$ cat config.mk
export PLATFORM = sky130hd
export DESIGN_NAME = pgc_top
export DESIGN_NICKNAME = d
export VERILOG_FILES = /design/src/rtl/pgc_pkg.sv /design/src/rtl/pgc_scroll.sv /design/src/rtl/pgc_top.sv
export SDC_FILE = /design/constraint.sdc
export NUM_CORES = 2
export LEC_CHECK = 0
export CAP_MARGIN = 25
export CELL_PAD_IN_SITES_DETAIL_PLACEMENT = 1
export CELL_PAD_IN_SITES_GLOBAL_PLACEMENT = 2
export CORE_ASPECT_RATIO = 0.75
export CORE_MARGIN = 2
export CORE_UTILIZATION = 41
export DETAILED_ROUTE_END_ITERATION = 8
export DONT_BUFFER_PORTS = 1
export PLACE_DENSITY = 0.73
export SLEW_MARGIN = 10
export SYNTH_ARGS = -nofsm -noshare
export SYNTH_HDL_FRONTEND = slang
export SYNTH_SLANG_ARGS = --single-unit
$ cat constraint.sdc
create_clock -name ref_clk -period 6.1 [get_ports ref_clk]
set_input_delay 0.915 -clock ref_clk [delete_from_list [all_inputs] [get_ports ref_clk]]
set_output_delay 0.915 -clock ref_clk [all_outputs]
set_load 0.03 [all_outputs]
$ cat src/rtl/pgc_pkg.sv
// Notes on behaviour
// - with the colour-invert bit clear (reset) the pattern colours pass unmodified; with it set they are inverted.
// - with the auto-scroll bit clear (reset) the generator keeps its current pattern indefinitely.
// - with auto-scroll set the generator moves to the next enabled pattern each time the frame-time count of frames has elapsed.
// - an 8-bit read-write indirect address, reset to zero, selects the indirect register that data accesses target.
// - a write of the indirect data register delivers the byte into the indirect register that the address selects.
// - a read of the indirect data register returns the contents of the indirect register that the address selects.
package pgc_pkg;
    localparam int unsigned ADDR_W = 12;
    localparam int unsigned DATA_W = 32;

    // printed offsets are not multiples of four: byte address is four times the index
    localparam logic [7:0] IDX_CONFIG     = 8'h65;
    localparam logic [7:0] IDX_IND_ADDR   = 8'h66;
    localparam logic [7:0] IDX_IND_DATA   = 8'h67;
    localparam logic [7:0] IDX_FRAME_TIME = 8'h68;
    localparam logic [7:0] IDX_ENABLES    = 8'h69;
    localparam logic [7:0] IDX_STATUS     = 8'h6A;

    localparam logic [ADDR_W-1:0] ADDR_CONFIG     = {2'h0, IDX_CONFIG, 2'h0};
    localparam logic [ADDR_W-1:0] ADDR_IND_ADDR   = {2'h0, IDX_IND_ADDR, 2'h0};
    localparam logic [ADDR_W-1:0] ADDR_IND_DATA   = {2'h0, IDX_IND_DATA, 2'h0};
    localparam logic [ADDR_W-1:0] ADDR_FRAME_TIME = {2'h0, IDX_FRAME_TIME, 2'h0};
    localparam logic [ADDR_W-1:0] ADDR_ENABLES    = {2'h0, IDX_ENABLES, 2'h0};
    localparam logic [ADDR_W-1:0] ADDR_STATUS     = {2'h0, IDX_STATUS, 2'h0};

    localparam int unsigned BIT_AUTO_SCROLL  = 0;
    localparam int unsigned BIT_COLOR_INVERT = 1;

    localparam logic [7:0] RST_BYTE       = 8'h00;
    localparam logic [7:0] RST_FRAME_TIME = 8'h01;
    localparam logic [7:0] RST_ENABLES    = 8'h01;
    localparam int unsigned IND_DEPTH     = 256;
    localparam int unsigned NUM_PATTERNS  = 8;
    localparam int unsigned PAT_W         = 3;

    localparam logic [1:0] RESP_OKAY   = 2'h0;
    localparam logic [1:0] RESP_SLVERR = 2'h2;

    typedef struct packed {
        logic [7:0] red;
        logic [7:0] green;
        logic [7:0] blue;
    } pgc_color_t;
endpackage

$ cat src/rtl/pgc_scroll.sv
`timescale 1ns/10ps
module pgc_scroll (
    input  wire logic                         ref_clk,
    input  wire logic                         sys_rst,
    input  wire logic                         auto_scroll,
    input  wire logic [7:0]                   frame_time,
    input  wire logic [7:0]                   pat_enables,
    input  wire logic                         frame_start,
    output logic      [pgc_pkg::PAT_W-1:0]    pattern_sel
);
    logic [7:0]                frame_cnt_reg;
    logic [pgc_pkg::PAT_W-1:0] next_pat;

    // next enabled pattern after the current one, wrapping; stays put when none other is enabled
    always_comb begin
        next_pat = pattern_sel;
        for (int i = pgc_pkg::NUM_PATTERNS - 1; i >= 1; i--) begin
            if (pat_enables[3'(pattern_sel + 3'(i))]) begin
                next_pat = 3'(pattern_sel + 3'(i));
            end
        end
    end

    always_ff @(posedge ref_clk or posedge sys_rst) begin
        if (sys_rst) begin
            frame_cnt_reg <= pgc_pkg::RST_BYTE;
            pattern_sel   <= '0;
        end else if (!auto_scroll) begin
            frame_cnt_reg <= pgc_pkg::RST_BYTE;
        end else if (frame_start) begin
            // a frame time of zero is treated as one frame
            if (8'(frame_cnt_reg + 8'h01) >= frame_time) begin
                frame_cnt_reg <= pgc_pkg::RST_BYTE;
                pattern_sel   <= next_pat;
            end else begin
                frame_cnt_reg <= 8'(frame_cnt_reg + 8'h01);
            end
        end
    end
endmodule // pgc_scroll

$ cat src/rtl/pgc_top.sv
// The implementer's own choice: register access over AXI4-Lite.
`timescale 1ns/10ps
module pgc_top (
    input  wire logic                          ref_clk,
    input  wire logic                          sys_rst,
    input  wire logic [pgc_pkg::ADDR_W-1:0]    s_axi_awaddr,
    input  wire logic                          s_axi_awvalid,
    output logic                               s_axi_awready,
    input  wire logic [pgc_pkg::DATA_W-1:0]    s_axi_wdata,
    input  wire logic [3:0]                    s_axi_wstrb,
    input  wire logic                          s_axi_wvalid,
    output logic                               s_axi_wready,
    output logic [1:0]                         s_axi_bresp,
    output logic                               s_axi_bvalid,
    input  wire logic                          s_axi_bready,
    input  wire logic [pgc_pkg::ADDR_W-1:0]    s_axi_araddr,
    input  wire logic                          s_axi_arvalid,
    output logic                               s_axi_arready,
    output logic [pgc_pkg::DATA_W-1:0]         s_axi_rdata,
    output logic [1:0]                         s_axi_rresp,
    output logic                               s_axi_rvalid,
    input  wire logic                          s_axi_rready,
    input  wire logic                          frame_start,
    input  wire pgc_pkg::pgc_color_t           pattern_color_in,
    output pgc_pkg::pgc_color_t                pattern_color_out,
    output logic [pgc_pkg::PAT_W-1:0]          pattern_sel,
    output logic [7:0]                         ind_wr_addr,
    output logic [7:0]                         ind_wr_data,
    output logic                               ind_wr_pulse
);
    logic [7:0]                     config_reg;
    logic [7:0]                     ind_addr_reg;
    logic [7:0]                     frame_time_reg;
    logic [7:0]                     enables_reg;
    logic [7:0]                     ind_mem [pgc_pkg::IND_DEPTH];
    logic                           aw_held_reg;
    logic                           w_held_reg;
    logic [pgc_pkg::ADDR_W-1:0]     awaddr_reg;
    logic [7:0]                     wbyte_reg;
    logic                           wstrb0_reg;
    logic                           do_write;
    logic [pgc_pkg::DATA_W-1:0]     rdata_next;
    logic                           rhit_next;

    // write channel: address and data taken independently, one write in flight
    assign do_write = aw_held_reg && w_held_reg && !s_axi_bvalid;

    always_ff @(posedge ref_clk or posedge sys_rst) begin
        if (sys_rst) begin
            aw_held_reg   <= 1'b0;
            w_held_reg    <= 1'b0;
            awaddr_reg    <= '0;
            wbyte_reg     <= pgc_pkg::RST_BYTE;
            wstrb0_reg    <= 1'b0;
            s_axi_awready <= 1'b0;
            s_axi_wready  <= 1'b0;
            s_axi_bvalid  <= 1'b0;
            s_axi_bresp   <= pgc_pkg::RESP_OKAY;
        end else begin
            s_axi_awready <= !aw_held_reg && !s_axi_awready && !s_axi_bvalid;
            s_axi_wready  <= !w_held_reg && !s_axi_wready && !s_axi_bvalid;
            if (s_axi_awvalid && s_axi_awready) begin
                aw_held_reg <= 1'b1;
                awaddr_reg  <= s_axi_awaddr;
            end
            if (s_axi_wvalid && s_axi_wready) begin
                w_held_reg <= 1'b1;
                wbyte_reg  <= s_axi_wdata[7:0];
                wstrb0_reg <= s_axi_wstrb[0];
            end
            if (do_write) begin
                aw_held_reg  <= 1'b0;
                w_held_reg   <= 1'b0;
                s_axi_bvalid <= 1'b1;
                case (awaddr_reg)
                    pgc_pkg::ADDR_CONFIG, pgc_pkg::ADDR_IND_ADDR, pgc_pkg::ADDR_IND_DATA,
                    pgc_pkg::ADDR_FRAME_TIME, pgc_pkg::ADDR_ENABLES, pgc_pkg::ADDR_STATUS: begin
                        s_axi_bresp <= pgc_pkg::RESP_OKAY;
                    end
                    default: begin
                        s_axi_bresp <= pgc_pkg::RESP_SLVERR;
                    end
                endcase
            end else if (s_axi_bvalid && s_axi_bready) begin
                s_axi_bvalid <= 1'b0;
            end
        end
    end

    // control registers; only byte lane 0 carries data
    always_ff @(posedge ref_clk or posedge sys_rst) begin
        if (sys_rst) begin
            config_reg     <= pgc_pkg::RST_BYTE;
            ind_addr_reg   <= pgc_pkg::RST_BYTE;
            frame_time_reg <= pgc_pkg::RST_FRAME_TIME;
            enables_reg    <= pgc_pkg::RST_ENABLES;
        end else if (do_write && wstrb0_reg) begin
            case (awaddr_reg)
                pgc_pkg::ADDR_CONFIG:     config_reg     <= {6'h00, wbyte_reg[1:0]};
                pgc_pkg::ADDR_IND_ADDR:   ind_addr_reg   <= wbyte_reg;
                pgc_pkg::ADDR_FRAME_TIME: frame_time_reg <= wbyte_reg;
                pgc_pkg::ADDR_ENABLES:    enables_reg    <= wbyte_reg;
                default:                  ind_addr_reg   <= ind_addr_reg;
            endcase
        end
    end

    // indirect space; no reset so it maps to plain memory, hence it powers up undefined
    always_ff @(posedge ref_clk) begin
        if (do_write && wstrb0_reg && awaddr_reg == pgc_pkg::ADDR_IND_DATA) begin
            ind_mem[ind_addr_reg] <= wbyte_reg;
        end
    end

    always_ff @(posedge ref_clk or posedge sys_rst) begin
        if (sys_rst) begin
            ind_wr_pulse <= 1'b0;
            ind_wr_addr  <= pgc_pkg::RST_BYTE;
            ind_wr_data  <= pgc_pkg::RST_BYTE;
        end else begin
            ind_wr_pulse <= do_write && wstrb0_reg && awaddr_reg == pgc_pkg::ADDR_IND_DATA;
            if (do_write && wstrb0_reg && awaddr_reg == pgc_pkg::ADDR_IND_DATA) begin
                ind_wr_addr <= ind_addr_reg;
                ind_wr_data <= wbyte_reg;
            end
        end
    end

    // read decode
    always_comb begin
        rdata_next = '0;
        rhit_next  = 1'b1;
        case (s_axi_araddr)
            pgc_pkg::ADDR_CONFIG:     rdata_next[7:0] = config_reg;
            pgc_pkg::ADDR_IND_ADDR:   rdata_next[7:0] = ind_addr_reg;
            pgc_pkg::ADDR_IND_DATA:   rdata_next[7:0] = ind_mem[ind_addr_reg];
            pgc_pkg::ADDR_FRAME_TIME: rdata_next[7:0] = frame_time_reg;
            pgc_pkg::ADDR_ENABLES:    rdata_next[7:0] = enables_reg;
            pgc_pkg::ADDR_STATUS:     rdata_next[pgc_pkg::PAT_W-1:0] = pattern_sel;
            default:                  rhit_next = 1'b0;
        endcase
    end

    always_ff @(posedge ref_clk or posedge sys_rst) begin
        if (sys_rst) begin
            s_axi_arready <= 1'b0;
            s_axi_rvalid  <= 1'b0;
            s_axi_rdata   <= '0;
            s_axi_rresp   <= pgc_pkg::RESP_OKAY;
        end else begin
            s_axi_arready <= !s_axi_arready && !s_axi_rvalid;
            if (s_axi_arvalid && s_axi_arready) begin
                s_axi_rvalid <= 1'b1;
                s_axi_rdata  <= rdata_next;
                s_axi_rresp  <= rhit_next ? pgc_pkg::RESP_OKAY : pgc_pkg::RESP_SLVERR;
            end else if (s_axi_rvalid && s_axi_rready) begin
                s_axi_rvalid <= 1'b0;
            end
        end
    end

    // colour output path
    always_ff @(posedge ref_clk or posedge sys_rst) begin
        if (sys_rst) begin
            pattern_color_out <= '0;
        end else if (config_reg[pgc_pkg::BIT_COLOR_INVERT]) begin
            pattern_color_out <= ~pattern_color_in;
        end else begin
            pattern_color_out <= pattern_color_in;
        end
    end

    pgc_scroll u_scroll (
        .ref_clk     (ref_clk),
        .sys_rst     (sys_rst),
        .auto_scroll (config_reg[pgc_pkg::BIT_AUTO_SCROLL]),
        .frame_time  (frame_time_reg),
        .pat_enables (enables_reg),
        .frame_start (frame_start),
        .pattern_sel (pattern_sel)
    );
endmodule // pgc_top

==> flow_summary.toml <==
[clock_network]
postCtsHoldBufs = 0
cts_tree = "done"
cts_setup_buffers = 0
cts.sinks = 2164
clockBufferDepth = 4
cts-buffers-inserted = 201
h-tree-depth = 4
clk_pin_slew_ns = 0.06
root_buffer = "clkbuf_16"
cts-resized-gates = 0
clkLatencyLatePin_ns = 0.87

[floorplanning]
num_io_pins = 177
die_area_sq_um = 210000
die_h_um = 397
start_util = 0.412
num_rows = 144
dieWidth_um = 528
core_sq_um = 205000

[worst_setup_path]
reg2regPathDepth = 7
crit_arrival_ns = 5.15
path_cells = "or4_1 > nor3_1 > nand4b_1 > nor2_2 > nand4_1 > buf_4 > nor2_1"
critPathKind = "reg2reg"
crit_required_ns = 6.56
end_kind = "flip-flop"
crit_slowest_cell = "nand4_1"
crit_path_start_kind = "flip-flop"
critPathMaxFanout = 10
cpPeakStageDelay_ns = 0.86

[placed_design]
dp_hpwl_um = 136000
portBuffers = 0
dp_cells = 6528
post-place-ws_ns = 1.51
placed_cell_area_sq_um = 88000
gp_congestion = 0.824

[finish]
fin_area_sq_um = 94500
largest_register_ffs = 2048
fin_util = 0.461
synthToLayoutAreaGrowth_pct = 11.9
fin_nets = 4140
nFillCells = 18500
drive_gt1_frac = 0.266
fin_cells = 6899

[route]
detail_route.wirelength_um = 226000
drt-pass1-iter-count = 9
via_count = 41000
drt_iter0_markers = 5227
ant_nets = 0
drc_errors = 0
avgViaCountPerCell = 5.94
wire_per_inst_um = 32.7

[timing]
tightest_slew_ns = 1.25
period_needed_ns = 4.69
setup_slack_ns = 1.41
skew_ns = 0.0657
finalHoldViolations = 0
rsz0062_at_grt = "no"
fmax_ghz = 0.213
drv_slew = 0
totalNegativeSetupSlack_ns = 0
whs_ns = 0.137
min_period_over_period = 0.769
relSlewSlack = 0.169
setup_viol = 0

[synthesis]
async_reset_ff_frac = 0.0536
synth_ff_type = "edfxtp_1"
synth-seq-cells = 2164
syn_inst = 3919
synth.distinct_cells = 61
syn_area_sq_um = 84500
synth_edf_count = 2048
ys_warn_count = 0
postSynthAreaPerCell_sq_um = 21.6
seq_area_frac_synth = 0.762

[global_route]
grt_max_degree = 197
grt_pass1_vias = 41800
antenna_found_initial = 14
track_usage = 0.215
gr-total-overflow = 0
grt_pass1_wl_um = 322000

[job]
maxCapViolCount = 0

[power]
power_density_nw_per_um2 = 362
leakagePower_nw = 28.7
finalPower_mw = 34.2
vdd_ir_drop_max_mv = 0.455

[worst_hold_path]
hold_path_class = "in2async"

[run_status]
run_status = "finished, final reports clean"
==> cell usage after synthesis (all sizes together) (30+ instances only) <==
library cell | n | area [sq um]
a21oi | 47 | 235
dfrtp | 114 | 2850
mux4 | 592 | 13300
clkbuf | 109 | 409
o21ai | 32 | 160
nor2 | 293 | 1100
mux2 | 56 | 631
a22o | 30 | 263
mux2i | 32 | 320
buf | 143 | 910
nand2 | 77 | 289
edfxtp | 2048 | 61500
a22oi | 59 | 443
==> area by class of cell <==
| type | instances | area, sq um | area share |
|---|---|---|---|
| clock buffers | 251 | 5310 | 0.0562 |
| diodes | 3 | 7.51 | 0.0000794 |
| repair buffers | 142 | 1380 | 0.0145 |
| multi-input cells | 1504 | 18800 | 0.199 |
| inverters | 24 | 92.6 | 0.000979 |
| clock inverters | 110 | 1110 | 0.0117 |
| flip-flops and latches | 2164 | 64500 | 0.682 |
| well taps | 2701 | 3380 | 0.0357 |
==> final timing paths <==
path | from | to | slack (ns)
worst min register to register | aw_held_reg | s_axi_awready | 0.49
worst min-delay path | sys_rst | wbyte_reg[0] | 0.14
worst max-delay path | awaddr_reg[0] | ind_mem[3][1] | 1.41
worst max register to register | awaddr_reg[0] | ind_mem[3][1] | 1.41
min in group ref_clk | pattern_color_in[17] | pattern_color_out[17] | 0.18
max in group asynchronous | sys_rst | enables_reg[5] | 4.74
==> cells by family (layout without fill, tap and decap cells) <==
logic type,Yosys count,count (layout),synth area share
and+or+nand+nor,501,501,0.0257
other,1,29,0.0000444
adders and majority gates,11,11,0.00163
xor gates and xnor gates,34,34,0.00353
buffers and inverters,276,527,0.0167
muxes,680,680,0.169
AOI/OAI and AO/OA,252,252,0.0208
DFF,2164,2164,0.762
==> report_power, final <==
group | switching, mW | internal (mW) | total, mW
Clock | 5.50 | 7.06 | 12.6
Sequential | 0.581 | 18.5 | 19.1
Combinational | 2.17 | 0.337 | 2.51
Total | 8.26 | 25.9 | 34.2
==> cell usage in the layout (no fill, tap or decap), types with 27 or more instances in the layout <==
| cell type | Yosys | layout |
|---|---|---|
| a21oi_1 | 47 | 47 |
| a221oi_1 | 29 | 29 |
| a22o_1 | 30 | 30 |
| a22oi_1 | 59 | 59 |
| buf_4 | 49 | 118 |
| clkbuf_1 | 109 | 41 |
| clkbuf_16 | 0 | 202 |
| clkinv_1 | 0 | 35 |
| clkinv_2 | 0 | 40 |
| dfrtp_1 | 114 | 101 |
| edfxtp_1 | 2048 | 2048 |
| mux2_2 | 56 | 56 |
| mux2i_1 | 32 | 32 |
| mux4_2 | 592 | 592 |
| nand2_1 | 77 | 66 |
| nand3_1 | 28 | 28 |
| nor2_1 | 293 | 289 |
| nor3_1 | 28 | 28 |
| o21ai_0 | 28 | 28 |
| xor2_1 | 27 | 27 |
==> critical path, delay by kind of cell (launching register included) <==
kind | cells | cell delay (ns)
flip-flops | 1 | 0.38
AND/OR/NAND/NOR | 6 | 3.31
buffers and inverters | 1 | 0.63
==> routing by layer <==
metal | vias to the layer above | GRT usage | part of all wire | wire, um
met4 | 4 | 0.0482 | 0.022 | 5020
met1 | 22500 | 0.323 | 0.43 | 97500
met2 | 1710 | 0.323 | 0.46 | 104000
li1 | 16500 | - | - | -
met3 | 311 | 0.0450 | 0.087 | 19600
met5 | - | 0 | 0.00012 | 28
No activity file was read; power rests on OpenSTA's default activity.
